## src/rtl/rvdc_map.svh

```systemverilog
// Register map, field positions and reset values of the regulator and bus-power control block
// Operation
// RL1: Any reset brings the supply regulator up switched on.
// RL2: Software switches the regulator on or off through one control bit.
// RL3: A control bit selects low-power suspend regulator mode, else normal mode.
// RL4: A read-only bit always shows the present bus-power level, never latched.
// RL5: With interrupt enabled, request interrupt while bus power equals selected polarity.
// RL6: Bus-power interrupt is a pure level, no pending flag, active while matching.
// RL7: With reset source enabled, request system reset while bus power matches polarity.
// RL8: Regulator off control is bit 7; 1 disables; register resets to zero.
// RL9: Bus-power level flag is bit 6, read-only, 1 means power present.
// RL10: Polarity select bit 5: 0 active while low, 1 active while high.
// RL11: Low-power select is bit 4; bits 3 to 0 read zero.
// RL12: Bus-power sense is synchronised to the clock before any use.
`ifndef RVDC_MAP_SVH
`define RVDC_MAP_SVH
`define RVDC_ADDR_W 4
`define RVDC_OFF_CTRL 4'h0
`define RVDC_OFF_STAT 4'h4
`define RVDC_OFF_MASK 4'h8
`define RVDC_OFF_EN 4'hc
`define RVDC_BIT_OFF 7
`define RVDC_BIT_LEVEL 6
`define RVDC_BIT_POL 5
`define RVDC_BIT_LP 4
`define RVDC_CTRL_RST 8'h00
`define RVDC_CTRL_WMASK 8'hb0
`define RVDC_EV_RISE 0
`define RVDC_EV_FALL 1
`define RVDC_EN_IRQ 0
`define RVDC_EN_RST 1
`define RVDC_RESP_OKAY 2'b00
`define RVDC_RESP_SLVERR 2'b10
`endif

```

## src/rtl/rvdc_pkg.sv

```systemverilog
// Types shared by the regulator and bus-power control block
package rvdc_pkg;
    typedef struct packed {
        logic stage1;
        logic stage2;
    } rvdc_sync_t;
    typedef struct packed {
        logic [7:0] ctrl;
        logic [1:0] status;
        logic [1:0] mask;
        logic [1:0] enable;
        logic level_d;
    } rvdc_regs_t;
    typedef enum logic [1:0] {
        RVDC_IDLE = 2'b00,
        RVDC_RESP = 2'b01
    } rvdc_ch_t;
endpackage : rvdc_pkg

```

## src/rtl/rvdc_axil.sv

```systemverilog
// AXI4-Lite slave front end: one write and one read channel pair
`timescale 1ns/1ps
`include "rvdc_map.svh"
module rvdc_axil (
    input wire logic aclk,
    input wire logic aresetn,
    input wire logic [`RVDC_ADDR_W-1:0] s_axi_awaddr,
    input wire logic s_axi_awvalid,
    output logic s_axi_awready,
    input wire logic [31:0] s_axi_wdata,
    input wire logic [3:0] s_axi_wstrb,
    input wire logic s_axi_wvalid,
    output logic s_axi_wready,
    output logic [1:0] s_axi_bresp,
    output logic s_axi_bvalid,
    input wire logic s_axi_bready,
    input wire logic [`RVDC_ADDR_W-1:0] s_axi_araddr,
    input wire logic s_axi_arvalid,
    output logic s_axi_arready,
    output logic [31:0] s_axi_rdata,
    output logic [1:0] s_axi_rresp,
    output logic s_axi_rvalid,
    input wire logic s_axi_rready,
    output logic wr_en,
    output logic [`RVDC_ADDR_W-1:0] wr_addr,
    output logic [31:0] wr_data,
    output logic [3:0] wr_strb,
    input wire logic wr_ok,
    output logic [`RVDC_ADDR_W-1:0] rd_addr,
    input wire logic [31:0] rd_data,
    input wire logic rd_ok
);
    typedef struct packed {
        logic aw_held;
        logic w_held;
        logic [`RVDC_ADDR_W-1:0] awaddr;
        logic [31:0] wdata;
        logic [3:0] wstrb;
        logic bvalid;
        logic [1:0] bresp;
        logic rvalid;
        logic [1:0] rresp;
        logic [31:0] rdata;
    } rvdc_axil_t;
    rvdc_axil_t state;
    rvdc_axil_t next_state;

    // Address and data are taken in either order; the write fires once both are held
    assign s_axi_awready = !state.aw_held && !state.bvalid;
    assign s_axi_wready = !state.w_held && !state.bvalid;
    assign s_axi_arready = !state.rvalid;
    assign wr_en = state.aw_held && state.w_held;
    assign wr_addr = state.awaddr;
    assign wr_data = state.wdata;
    assign wr_strb = state.wstrb;
    assign rd_addr = s_axi_araddr;
    assign s_axi_bvalid = state.bvalid;
    assign s_axi_bresp = state.bresp;
    assign s_axi_rvalid = state.rvalid;
    assign s_axi_rresp = state.rresp;
    assign s_axi_rdata = state.rdata;

    always_comb
    begin
        next_state = state;
        if (s_axi_awvalid && s_axi_awready)
        begin
            next_state.aw_held = 1'b1;
            next_state.awaddr = s_axi_awaddr;
        end
        if (s_axi_wvalid && s_axi_wready)
        begin
            next_state.w_held = 1'b1;
            next_state.wdata = s_axi_wdata;
            next_state.wstrb = s_axi_wstrb;
        end
        if (wr_en)
        begin
            next_state.aw_held = 1'b0;
            next_state.w_held = 1'b0;
            next_state.bvalid = 1'b1;
            next_state.bresp = wr_ok ? `RVDC_RESP_OKAY : `RVDC_RESP_SLVERR;
        end
        if (state.bvalid && s_axi_bready)
            next_state.bvalid = 1'b0;
        if (s_axi_arvalid && s_axi_arready)
        begin
            next_state.rvalid = 1'b1;
            next_state.rdata = rd_data;
            next_state.rresp = rd_ok ? `RVDC_RESP_OKAY : `RVDC_RESP_SLVERR;
        end
        else if (state.rvalid && s_axi_rready)
            next_state.rvalid = 1'b0;
    end

    always_ff @(posedge aclk)
    begin
        if (!aresetn)
            state <= '0;
        else
            state <= next_state;
    end
endmodule : rvdc_axil

```

## src/rtl/rvdc_sync.sv

```systemverilog
// Two-flop synchroniser for the bus-power sense input
`timescale 1ns/1ps
module rvdc_sync (
    input wire logic aclk,
    input wire logic aresetn,
    input wire logic async_in,
    output logic sync_out
);
    rvdc_pkg::rvdc_sync_t state;
    rvdc_pkg::rvdc_sync_t next_state;

    // First stage feeds only the second one
    always_comb
    begin
        next_state.stage1 = async_in;
        next_state.stage2 = state.stage1;
    end

    always_ff @(posedge aclk)
    begin
        if (!aresetn)
            state <= '0;
        else
            state <= next_state;
    end

    assign sync_out = state.stage2; // RL12
endmodule : rvdc_sync

```

## src/rtl/rvdc_top.sv

```systemverilog
// Regulator control and bus-power detection with AXI4-Lite registers
`timescale 1ns/1ps
`include "rvdc_map.svh"
module rvdc_top (
    input wire logic aclk,
    input wire logic aresetn,
    input wire logic [`RVDC_ADDR_W-1:0] s_axi_awaddr,
    input wire logic s_axi_awvalid,
    output logic s_axi_awready,
    input wire logic [31:0] s_axi_wdata,
    input wire logic [3:0] s_axi_wstrb,
    input wire logic s_axi_wvalid,
    output logic s_axi_wready,
    output logic [1:0] s_axi_bresp,
    output logic s_axi_bvalid,
    input wire logic s_axi_bready,
    input wire logic [`RVDC_ADDR_W-1:0] s_axi_araddr,
    input wire logic s_axi_arvalid,
    output logic s_axi_arready,
    output logic [31:0] s_axi_rdata,
    output logic [1:0] s_axi_rresp,
    output logic s_axi_rvalid,
    input wire logic s_axi_rready,
    input wire logic bus_power_sense,
    output logic regulator_on_control,
    output logic regulator_low_power_select,
    output logic bus_power_irq,
    output logic bus_power_reset_req,
    output logic irq
);
    rvdc_pkg::rvdc_regs_t state;
    rvdc_pkg::rvdc_regs_t next_state;
    logic level;
    logic match;
    logic wr_en;
    logic [`RVDC_ADDR_W-1:0] wr_addr;
    logic [31:0] wr_data;
    logic [3:0] wr_strb;
    logic wr_ok;
    logic [`RVDC_ADDR_W-1:0] rd_addr;
    logic [31:0] rd_data;
    logic rd_ok;
    logic [1:0] events;

    // Known register offsets; anything else answers SLVERR
    function automatic logic rvdc_mapped(input logic [`RVDC_ADDR_W-1:0] a);
        rvdc_mapped = (a == `RVDC_OFF_CTRL) || (a == `RVDC_OFF_STAT) ||
                      (a == `RVDC_OFF_MASK) || (a == `RVDC_OFF_EN);
    endfunction : rvdc_mapped

    rvdc_sync u_sync (
        .aclk(aclk),
        .aresetn(aresetn),
        .async_in(bus_power_sense),
        .sync_out(level)
    );

    rvdc_axil u_bus (
        .aclk(aclk),
        .aresetn(aresetn),
        .s_axi_awaddr(s_axi_awaddr),
        .s_axi_awvalid(s_axi_awvalid),
        .s_axi_awready(s_axi_awready),
        .s_axi_wdata(s_axi_wdata),
        .s_axi_wstrb(s_axi_wstrb),
        .s_axi_wvalid(s_axi_wvalid),
        .s_axi_wready(s_axi_wready),
        .s_axi_bresp(s_axi_bresp),
        .s_axi_bvalid(s_axi_bvalid),
        .s_axi_bready(s_axi_bready),
        .s_axi_araddr(s_axi_araddr),
        .s_axi_arvalid(s_axi_arvalid),
        .s_axi_arready(s_axi_arready),
        .s_axi_rdata(s_axi_rdata),
        .s_axi_rresp(s_axi_rresp),
        .s_axi_rvalid(s_axi_rvalid),
        .s_axi_rready(s_axi_rready),
        .wr_en(wr_en),
        .wr_addr(wr_addr),
        .wr_data(wr_data),
        .wr_strb(wr_strb),
        .wr_ok(wr_ok),
        .rd_addr(rd_addr),
        .rd_data(rd_data),
        .rd_ok(rd_ok)
    );

    // Polarity match drives both the interrupt level and the reset request
    assign match = (level == state.ctrl[`RVDC_BIT_POL]); // RL5 RL10
    assign bus_power_irq = match && state.enable[`RVDC_EN_IRQ]; // RL5 RL6
    assign bus_power_reset_req = match && state.enable[`RVDC_EN_RST]; // RL7
    assign regulator_on_control = !state.ctrl[`RVDC_BIT_OFF]; // RL2 RL8
    assign regulator_low_power_select = state.ctrl[`RVDC_BIT_LP]; // RL3 RL11
    // Edge events are sticky extras; the level interrupt itself needs no clear
    assign events = {state.level_d && !level, !state.level_d && level};
    assign irq = |(state.status & state.mask);
    assign wr_ok = rvdc_mapped(wr_addr);
    assign rd_ok = rvdc_mapped(rd_addr);

    // Read mux: level bit is live, reserved bits zero
    always_comb
    begin
        rd_data = 32'h0;
        unique case (rd_addr)
            `RVDC_OFF_CTRL:
            begin
                rd_data[7:0] = state.ctrl & `RVDC_CTRL_WMASK; // RL11
                rd_data[`RVDC_BIT_LEVEL] = level; // RL4 RL9
            end
            `RVDC_OFF_STAT: rd_data[1:0] = state.status;
            `RVDC_OFF_MASK: rd_data[1:0] = state.mask;
            `RVDC_OFF_EN: rd_data[1:0] = state.enable;
            default: rd_data = 32'h0;
        endcase
    end

    // Register writes; a new event beats a write-one clear in the same cycle
    always_comb
    begin
        next_state = state;
        next_state.level_d = level;
        if (wr_en && wr_strb[0])
        begin
            unique case (wr_addr)
                `RVDC_OFF_CTRL: next_state.ctrl = wr_data[7:0] & `RVDC_CTRL_WMASK; // RL2 RL3
                `RVDC_OFF_STAT: next_state.status = state.status & ~wr_data[1:0];
                `RVDC_OFF_MASK: next_state.mask = wr_data[1:0];
                `RVDC_OFF_EN: next_state.enable = wr_data[1:0];
                default: next_state.status = next_state.status;
            endcase
        end
        next_state.status = next_state.status | events;
    end

    // Reset brings the regulator on since the off bit clears
    always_ff @(posedge aclk)
    begin
        if (!aresetn)
        begin
            state <= '0; // RL1 RL8
            state.ctrl <= `RVDC_CTRL_RST;
        end
        else
            state <= next_state;
    end

    chk_reg_on_reset: assert property (@(posedge aclk) !aresetn |=> regulator_on_control) // RL1
        else $error("regulator not on after reset");
    // Checked against the raw pin two cycles back, so a broken synchroniser or match shows up
    chk_irq_level: assert property (@(posedge aclk) disable iff (!aresetn) // RL6
        bus_power_irq == (state.enable[`RVDC_EN_IRQ] && ($past(bus_power_sense, 2) == state.ctrl[`RVDC_BIT_POL])))
        else $error("interrupt level does not track match");
    chk_rst_match: assert property (@(posedge aclk) disable iff (!aresetn) // RL7
        bus_power_reset_req == (state.enable[`RVDC_EN_RST] && ($past(bus_power_sense, 2) == state.ctrl[`RVDC_BIT_POL])))
        else $error("reset request does not track match");
    chk_off_write: assert property (@(posedge aclk) disable iff (!aresetn) // RL2
        wr_en && wr_strb[0] && wr_addr == `RVDC_OFF_CTRL |=> regulator_on_control == !$past(wr_data[7]))
        else $error("off control write lost");
    chk_lp_write: assert property (@(posedge aclk) disable iff (!aresetn) // RL3
        wr_en && wr_strb[0] && wr_addr == `RVDC_OFF_CTRL |=> regulator_low_power_select == $past(wr_data[4]))
        else $error("low power write lost");
    chk_sync_lat: assert property (@(posedge aclk) disable iff (!aresetn) // RL12
        ##2 level == $past(bus_power_sense, 2))
        else $error("sense not two-flop synchronised");
    chk_level_read: assert property (@(posedge aclk) disable iff (!aresetn) // RL4
        rd_addr == `RVDC_OFF_CTRL |-> rd_data[`RVDC_BIT_LEVEL] == level && rd_data[3:0] == 4'h0)
        else $error("level read wrong");
    chk_pol_high: assert property (@(posedge aclk) disable iff (!aresetn) // RL10
        state.ctrl[`RVDC_BIT_POL] && state.enable[`RVDC_EN_IRQ] && level |-> bus_power_irq)
        else $error("high polarity missed");
endmodule : rvdc_top
```

## config.mk

```make
export PLATFORM = sky130hd
export DESIGN_NAME = rvdc_top
export DESIGN_NICKNAME = d
export VERILOG_FILES = /design/src/rtl/rvdc_pkg.sv /design/src/rtl/rvdc_axil.sv /design/src/rtl/rvdc_sync.sv /design/src/rtl/rvdc_top.sv
export VERILOG_INCLUDE_DIRS = /design/src /design/src/rtl
export SDC_FILE = /design/constraint.sdc
export NUM_CORES = 1
export LEC_CHECK = 0
export BUFFER_PORTS_ARGS = -buffer_cell sky130_fd_sc_hd__buf_2
export CORE_ASPECT_RATIO = 1.5
export CORE_MARGIN = 3
export CORE_UTILIZATION = 35
export DETAILED_ROUTE_END_ITERATION = 7
export MAX_ROUTING_LAYER = met4
export PLACE_DENSITY = 0.66
export SYNTH_ARGS = -nofsm -noshare
export SYNTH_HDL_FRONTEND = slang
export SYNTH_SLANG_ARGS = --single-unit
```

## constraint.sdc

```tcl
create_clock -name aclk -period 2.7 [get_ports aclk]
set_input_delay 0.54 -clock aclk [delete_from_list [all_inputs] [get_ports aclk]]
set_output_delay 0.54 -clock aclk [all_outputs]
set_load 0.05 [all_outputs]
```

After elaboration in Yosys (flattened, before gate mapping). Cells that the tools add are included.

Output and inout bits: 46. Memories: 0. Bits in read-only memories: 0. Logic and storage cells: 74. Bits in latches: 0. Memory bits (writable): 0. Register bits: 41.

$add $sub $neg: 0. Multipliers: 0. Divide/modulo/power cells: 0. Reduce and logical (&&, ||, !) cells: 35. $lt $le $gt $ge: 0. Mux-type cells: 10. Shift operators: 0. Bitwise logic cells: 5. Equal/unequal tests: 7.

Operator list (number): $eq 4x4->1 const B (4); $logic_and 1x1->1 (13); $mux 6 (2); $mux 2 (5); $eq 4x3->1 const B (2); $logic_not 4->1 (2); $logic_not 1->1 (7); $logic_or 1x1->1 (6); $pmux 2 s3 (1); $reduce_and 2->1 (3); $reduce_or 2->1 (3); $and 2x2->2 (2); $mux 1 (2); $not 2->2 (1); $or 2x2->2 (1); $reduce_bool 2->1 (1); $eq 1x1->1 (1); $not 1->1 (1).

Depth between registers and ports, before layout. Gate-level depths: netlist of run 1.

Depth after elaboration: 5. Gate-level depth with buffers: 4. Depth with buffers taken out: 3.

By module. Synthesis of run 1 repeated with hierarchy kept, for this count alone.

Cell total of the unflattened synthesis: 496. Area, all modules: 4035.1 um2.

Modules (own cells, without submodules): rvdc_axil (instances 1, area an instance 3418.3 um2, cells each 427); rvdc_top (instances 1, area an instance 564.3 um2, cells each 65); rvdc_sync (instances 1, area an instance 52.6 um2, cells each 4).

Least setup slack after synthesis of run 1. Ideal clock, no wire load.

Kind: reg2out. Start: register u_bus.state, in the netlist u_bus.s_axi_bvalid. End: output s_axi_awready. Stages on the path, launching flop included: 2. Slack: 0.912 ns. Arrival: 1.248 ns. Cell sequence: dfxtp_1 nor2_1.

Longest elaborated chain between the ends: 2.

Ends and longest elaborated chain: from (decl) (RTL line rvdc_axil.sv:45) `rvdc_axil_t state;`; from (signal assigned) (RTL line rvdc_axil.sv:101) `state <= next_state;`; $logic_not 1->1 (RTL line rvdc_axil.sv:49) `assign s_axi_awready = !state.aw_held && !state.bvalid;`; $logic_and 1x1->1 (RTL line rvdc_axil.sv:49); to (decl) (RTL line rvdc_top.sv:9) `output logic s_axi_awready,`.

Every way passes these cells.

Final worst setup path of run 1.
Start: register u_sync.state, in the netlist u_sync.sync_out. End: output bus_power_irq.

Longest elaborated chain between the ends: 2.

Ends and longest elaborated chain: from (decl) (RTL line rvdc_sync.sv:9) `rvdc_pkg::rvdc_sync_t state;`; from (signal assigned) (RTL line rvdc_sync.sv:24) `state <= next_state;`; $eq 1x1->1 (RTL line rvdc_top.sv:89) `` assign match = (level == state.ctrl[`RVDC_BIT_POL]); ``; $logic_and 1x1->1 (RTL line rvdc_top.sv:90) `` assign bus_power_irq = match && state.enable[`RVDC_EN_IRQ]; ``; to (decl) (RTL line rvdc_top.sv:27) `output logic bus_power_irq,`.

Every way passes these cells.

==> results of run 1 <==
metrics by stage:
step	instance area, µm²	std cells	worst slack, ns	total power (µW)	hold WS (ns)
6_report	1890	274	0.895	1140	0.437
3_5_place_dp	1790	266	1.20	771	0.424
4_1_cts	1890	274	0.876	1160	0.444
2_1_floorplan	1820	204	0.912	767	0.412
5_1_grt	1890	274	0.828	1200	0.474
3_3_place_gp	1790	266	1.19	768	0.417
power groups by stage:
stage,registers [µW],clock network (µW),logic [µW]
2_1_floorplan,554,0,213
3_3_place_gp,552,0,215
3_5_place_dp,553,0,218
4_1_cts,541,397,219
5_1_grt,545,419,233
6_report,541,378,217
Yosys cell counts, types with 2 or more instances:
cell type	count
mux2_2	2
o21ai_0	2
nor2_1	5
buf_4	36
buf_2	2
clkbuf_1	2
a222oi_1	2
a21oi_1	5
and2_1	6
nor3b_1	4
inv_1	2
nor2b_1	21
nand2_1	13
mux2i_1	18
nand2b_1	2
o21a_1	2
buf_6	2
dfxtp_1	34
a32oi_1	4
cells by family (layout without fill, tap and decap cells):
kind of cell	after synthesis	after routing	synth area share (%)
buf+inv	44	50	18.5
xor+xnor	1	1	0.509
compound gates	18	18	7.78
simple gates	59	59	21.7
flops	34	34	39.6
other cells	1	28	0.218
mux	20	20	11.8
worst paths after layout:
| check | cells past startpoint | startpoint | endpoint |
|---|---|---|---|
| worst max register to register | 3 | u_bus.wr_addr[3] | state[14] |
| worst max-delay path | 3 | u_sync.sync_out | bus_power_irq |
| worst min register to register | 1 | u_sync.next_state[0] | u_sync.sync_out |
| worst min-delay path | 1 | u_sync.next_state[0] | u_sync.sync_out |
cell type report:
class	instances	area [µm²]	share of cell area [%]
Clock buffer	7	86.3	4.58
Clock inverter	1	5.00	0.265
Inverter	2	7.51	0.398
Multi-Input combinational cell	126	823	43.7
Sequential cell	34	681	36.1
Tap cell	64	80.1	4.25
Timing Repair Buffer	40	203	10.7
worst register-to-register path, stage by stage, from the launching register on:
cell and delay, ns:
dfxtp_1 0.32, or4b_4 0.56, nor3_4 0.25, mux2i_1 0.21
flip-flops by register name (all words and copies together), names as in the netlist:
| register | cells |
|---|---|
| u_bus.wr_strb | 1 |
| state | 9 |
| u_bus.s_axi_bresp | 1 |
| u_sync.next_state | 1 |
| regulator_low_power_select | 1 |
| u_bus.state | 2 |
| u_bus.s_axi_rresp | 1 |
| u_bus.s_axi_rdata | 6 |
| u_bus.s_axi_rvalid | 1 |
| u_bus.wr_addr | 4 |
| u_bus.s_axi_bvalid | 1 |
| u_sync.sync_out | 1 |
| u_bus.wr_data | 5 |
routing by layer:
| layer | part of all wire, % | vias to the layer above | global-route usage [%] |
|---|---|---|---|
| li1 | - | 596 | - |
| met1 | 40 | 544 | 12.7 |
| met2 | 49 | 47 | 18.7 |
| met3 | 8.9 | 6 | 4.17 |
| met4 | 2.1 | 0 | 5.95 |
| met5 | 0 | - | - |
==> results by stage, run 1 <==
Synth:
- Summed over all instances, the cell type with the most area after synthesis is dfxtp_1.
- The netlist area before placement is 1720 µm².
- By area the synthesized netlist is led by dfxtp_1 40%, buf_4 16%, mux2i_1 10%, nor2b_1 7.6%, nand2_1 2.8%.
- The post-synthesis instance total is 177.
- The share of the synthesized area in the top cell type is 39.6%.
- The number of register bits inferred by synthesis is 34.
- The number of distinct standard cells referenced by the synthesized netlist is 32.
- The Yosys warning count is 0.
- Of the synthesized area, sequential elements account for 39.6%.
- The synthesized design contains 0 enable-type register cells.
- The main flop type after synthesis is dfxtp_1.
- In the synthesized netlist the async set-or-reset flop fraction comes to 0%.
- A synthesized cell averages 9.72 µm².

Clock network:
- Gates resized during post-CTS repair numbered 0.
- The number of buffers created by CTS is 5.
- Counting along the longest clock path gives a buffer depth of 2.
- The buffer type at the clock tree root is clkbuf_8.
- The number of setup buffers added after CTS is 0.
- The clock latency on the worst-skew pair is 0.28 ns.
- The CTS tree is done.
- The number of hold buffers added after CTS was 0.
- Clock-pin slew was measured on the worst setup and hold paths at 0.07 ns.
- The number of sinks handled by clock tree synthesis is 34.
- The number of H-tree levels is 2.

Floorplanning:
- The floorplan has 30 rows.
- The core footprint is 4620 µm².
- Measured along the y axis, the die boundary spans 91.9 µm.
- Measured along the x axis, the die boundary spans 63.2 µm.
- The number of top-level pins is 98.
- The effective utilization at floorplan is 37.3%.
- The full die area is 5810 µm².

Timing:
- The maximum clock skew at final layout is 0.00529 ns.
- The clock period minus worst slack is 1.81 ns.
- The setup violation total in the final timing report is 0.
- Based on the critical path, the design can be clocked at up to 0.554 GHz.
- The final max-slew violation count was 0.
- The share of the clock period used by the worst path after layout is 66.9%.
- The setup TNS after final layout is 0 ns.
- Setup repair after global routing left no endpoint under its margin.
- The hold violation count in the final report came to 0.
- Headroom to the max-slew limit came out at 61.6%.
- For the pin with the worst max-slew slack, the measured transition is 0.576 ns.

Cells and area:
- The number of fillers in the final layout is 498.
- The final core utilization is 40.8%.
- The area growth from synthesis to layout is 9.60%.
- The net count of the finished layout is 261.
- Cells with a size suffix above 1 make up 25.7% of the layout.
- The most common cell after layout, fill and taps aside is buf_2.
- The count of antenna diodes in the layout is 0.
- The top cell types in the final layout, fill and taps aside, are 39 x buf_2, 34 x dfxtp_1, 28 x conb_1.

Detailed routing:
- In the routed design, unresolved DRC markers number 0.
- In this run, the number of DRC markers left after iteration 0 of detailed routing was 30.
- The per-cell routed wire length is 11.1 µm.
- The pre-antenna-repair detailed-routing pass consisted of 4 iterations.
- Using the TritonRoute via totals, the vias-per-cell ratio works out to 4.35.
- For this block, the routed nets add up to 3050 µm of wire.
- The routed layout has 1193 vias.
- The remaining antenna violation count after routing is 0.

Setup path:
- The largest driver fanout on the critical path is 5.
- For the worst setup path, the data arrival time is 1.27 ns.
- Traced cell by cell, the critical path runs through xnor2_1 -> and2_1 -> buf_2.
- The worst setup path is captured at an output pin.
- The type of the worst setup path is flip-flop to output pin.
- The worst setup path is launched from a flip-flop.
- At the worst endpoint, the required time is 2.16 ns.
- In this design, the stage delay of the slowest critical-path cell is 0.42 ns.
- The kind of cell with the highest combined delay along the critical path is flip-flops.
- Together, buffers and inverters on the worst path number 1.
- The cell with the biggest individual delay on the critical path is dfxtp_1.
- The setup slack on the worst flop-to-flop path is 1.29 ns.

Power and ir drop:
- The power density normalized to cell area is 603 nW/µm².
- The share of power burned in registers is 47.6%.
- The share of total power dissipated in the clock network is 33.3%.
- Combinational logic is responsible for 19.1% of the overall power.
- For this design the static power due to leakage is 0.000814 µW.
- IR analysis of the VDD net gives a maximum drop of 292 µV.
- The internal power is 783 µW.
- The fraction of power spent switching nets is 31.1%.
- For this design the total switching power over the nets is 354 µW.

Placed design:
- The HPWL after detailed placement is 2330 µm.
- The number of port buffers is 39.
- The congestion estimate from routability-driven global placement came to 0.743.

Global route:
- The wire length of the first global-routing pass is 5210 µm.
- Entering global routing, the biggest net connects 40 pins.
- For this run the aggregate overflow at the end of global routing stands at 0.
- The number of antenna violations at the first check in global routing is 0.
- The via count of the first global-routing pass was 1074.
- The global routing usage summed across all routing layers is 11.7%.

Job:
- The tool flagged a number of max-cap violations equal to 0.

Worst hold path:
- In this run the worst hold path is classified as flip-flop to flip-flop.

Outcome:
- The run finished with clean final reports.
(Power assumes the default switching activity.)
==> run 2: changes to the inputs <==
==> constraint.sdc (replaced) <==
create_clock -name aclk -period 1.7 [get_ports aclk]
set_input_delay 0.34 -clock aclk [delete_from_list [all_inputs] [get_ports aclk]]
set_output_delay 0.34 -clock aclk [all_outputs]
set_load 0.05 [all_outputs]
==> run 2 against run 1 <==
- combinational power rose by 61%
- via count decreased by 0.34%
- critical path type unchanged
- die area did not move
- clock power grew 89%
- non-clock buffer count is 3 higher
- register-to-register slack worse by 0.98 ns
- first-iteration DRC count grew 47%
- worst setup slack got worse by 0.72 ns
==> results by stage, run 2 (synthesis gave the netlist of run 1 again) <==
Clock network:
- Post-CTS repair changed the size of 0 cells.
- The buffer type at the clock tree root is clkbuf_8.
- The number of H-tree levels is 2.
- The CTS tree is done.
- The number of buffers created by CTS is 5.
- After clock tree synthesis, the clock-pin slew on the worst setup and hold paths is 0.07 ns.
- In this run, post-CTS hold repair placed 0 buffers.
- Clock tree synthesis found a total of 34 sinks.
- Buffers added to address setup during post-CTS repair amount to 0.
- The longest clock path from root to sink contains 2 buffers.
- The clock reaches the later pin of the worst-skew pair after 0.28 ns.

Cells and area:
- The area growth from synthesis to layout is 11.8%.
- Summing all multi-input logic gate instances after layout gives 823 µm².
- The final core utilization is 41.7%.
- In the layout the commonest cells are 39 x buf_2, 34 x dfxtp_1, 28 x conb_1.
- Registers take 681 µm².
- In the final layout, the share of cells above drive strength 1 is 26.3%.
- The most common cell after layout, fill and taps aside is buf_2.
- The number of fillers in the final layout is 479.
- The register with the most flip-flops in the layout has 9 of them.
- The count of antenna diodes in the layout is 0.
- The most flop-heavy register is state.
- For this run, the post-layout net count is 264.

Global route:
- The number of antenna violations at the first check in global routing was 0.
- The global routing usage summed across all routing layers is 11.8%.
- The global route total overflow is 0.
- The via count of the first global-routing pass is 1153.
- The wire length of the first global-routing pass is 5290 µm.
- Entering global routing, the biggest net connects 21 pins.

Job:
- The number of maximum-capacitance violations is 0.

Timing:
- The worst-case headroom to the max-slew limit is 65.2%.
- The setup TNS after final layout is 0 ns.
- The worst path uses 89.7% of the clock period.
- The maximum clock skew at final layout is 0.00726 ns.
- Setup repair after global routing left no endpoint under its margin.
- The final max-slew violation count was 0.
- The clock period minus worst slack is 1.52 ns.
- Static timing analysis puts the maximum clock frequency at 0.656 GHz.
- After layout, the worst setup slack is 0.175 ns.
- The setup violation total in the final timing report is 0.
- The hold violation count in the final report is 0.
- The slew at the pin closest to its max-slew limit is 0.520 ns.

Setup path:
- The largest single stage delay on the critical path is 0.33 ns.
- On the critical path, the stage with the largest delay is an instance of dfxtp_1.
- Together, buffers and inverters on the worst path number 1.
- Walking the worst path, the cells encountered are xnor2_1 -> and2_1 -> buf_2.
- The worst register-to-register path has a setup slack of 0.31 ns.
- The endpoint of the worst register-to-register path is regulator_low_power_select.
- Data on the critical path arrives at its endpoint at 1.18 ns.
- The type of the worst setup path is flip-flop to output pin.
- The startpoint identified for the worst register-to-register timing path is u_bus.wr_addr[3].
- The top cell family by delay on the critical path is flip-flops.
- Of all nets on the critical path, the largest fanout is 3.
- Measured in cells, the most critical reg-to-reg path has a length of 3.
- The worst setup path is launched from a flip-flop.
- The type of element capturing the critical path is an output pin.
- The data required time of the critical path is 1.36 ns.

Detailed routing:
- For this run, the detailed router's first-pass iteration total came to 4.
- The average vias per placed instance is 4.29.
- The starting DRC count in detailed routing is 44.
- The remaining antenna violation count after routing is 0.
- The via total after detailed routing is 1189.
- After detailed routing, the number of remaining DRC violations is 0.
- After detailed routing, the average wire length per cell comes to 11.2 µm.
- The final wirelength is 3110 µm.

Floorplanning:
- The placement row count is 30.
- The floorplan step defined a die boundary enclosing 5810 µm².
- The core footprint is 4620 µm².
- The chip width is 63.2 µm.
- The initial utilization of the core area, before any placement, comes to 37.3%.
- For this design the top-level I/O count stands at 98.
- The vertical die dimension is 91.9 µm.

Power and ir drop:
- For this design the ratio of total power to cell area is 1000 nW/µm².
- Summed over all cells, the static leakage comes to 0.000834 µW.
- The worst-case vdd ir drop is 453 µV.

Outcome:
- The flow ran to the end, and the final reports show no timing, DRC or antenna violations.

Placed design:
- The post-detailed-placement half-perimeter wirelength is 2440 µm.
- The number of port buffers is 39.
- Routability-driven placement finished with a final weighted congestion of 0.753.
- The worst slack at placement is 0.294 ns.

Worst hold path:
- The tightest min-delay check is of the primary input to flip-flop type.
- The worst min-delay path startpoint is bus_power_sense.
- The worst hold path passes through 2 cells.
- The endpoint of the worst hold-timing path is u_sync.next_state[0].
## run 2: layout make-up
cell class | count | area share, %
inverter | 2 | 0.390
tap | 64 | 4.16
clock inverter | 1 | 1.56
sequential | 34 | 35.4
clock buffer | 7 | 3.97
timing repair buffer | 43 | 11.7
multi-input combinational | 126 | 42.8
## run 2: worst reg2reg max path, cell delays in order (launching register included)
cell and delay [ns]:
dfxtp_1 0.32, or4b_4 0.55, nor3_4 0.23, mux2i_1 0.21
## run 2: layer usage
metal  up-vias  part of all wire, %  track usage (%)
met2        47                   49             19.0
met4         0                  2.0             5.41
li1        604                    -                -
met3         6                  8.5             3.80
met5         -                    0                -
met1       532                   40             13.2
## run 2: worst max-delay path by stage
stage / startpoint / end / slack [ns] / depth (start not counted)
2_1_floorplan: u_bus.s_axi_bvalid / s_axi_awready / 0.11 / 1
3_3_place_gp: u_bus.wr_addr[3] / regulator_low_power_select / 0.32 / 3
3_5_place_dp: u_bus.wr_addr[3] / state[12] / 0.29 / 3
4_1_cts: u_sync.sync_out / bus_power_reset_req / 0.15 / 3
5_1_grt: state[12] / bus_power_irq / 0.04 / 3
6_report: state[12] / bus_power_reset_req / 0.18 / 3
## run 2: report_power, final
| group | total (µW) | internal [µW] | switching, µW |
|---|---|---|---|
| clock network | 713 | 438 | 275 |
| registers | 859 | 829 | 29.7 |
| logic | 350 | 91.2 | 259 |
| total | 1920 | 1360 | 564 |
## run 2: through the flow
stage / area (µm²) / total power, µW / instances / hold slack [ns]
finish: 1920 / 1920 / 277 / 0.260
global route: 1920 / 2000 / 277 / 0.253
CTS: 1920 / 1950 / 277 / 0.253
global placement: 1820 / 1230 / 269 / 0.419
detailed placement: 1820 / 1230 / 269 / 0.422
floorplan: 1820 / 1220 / 204 / 0.412
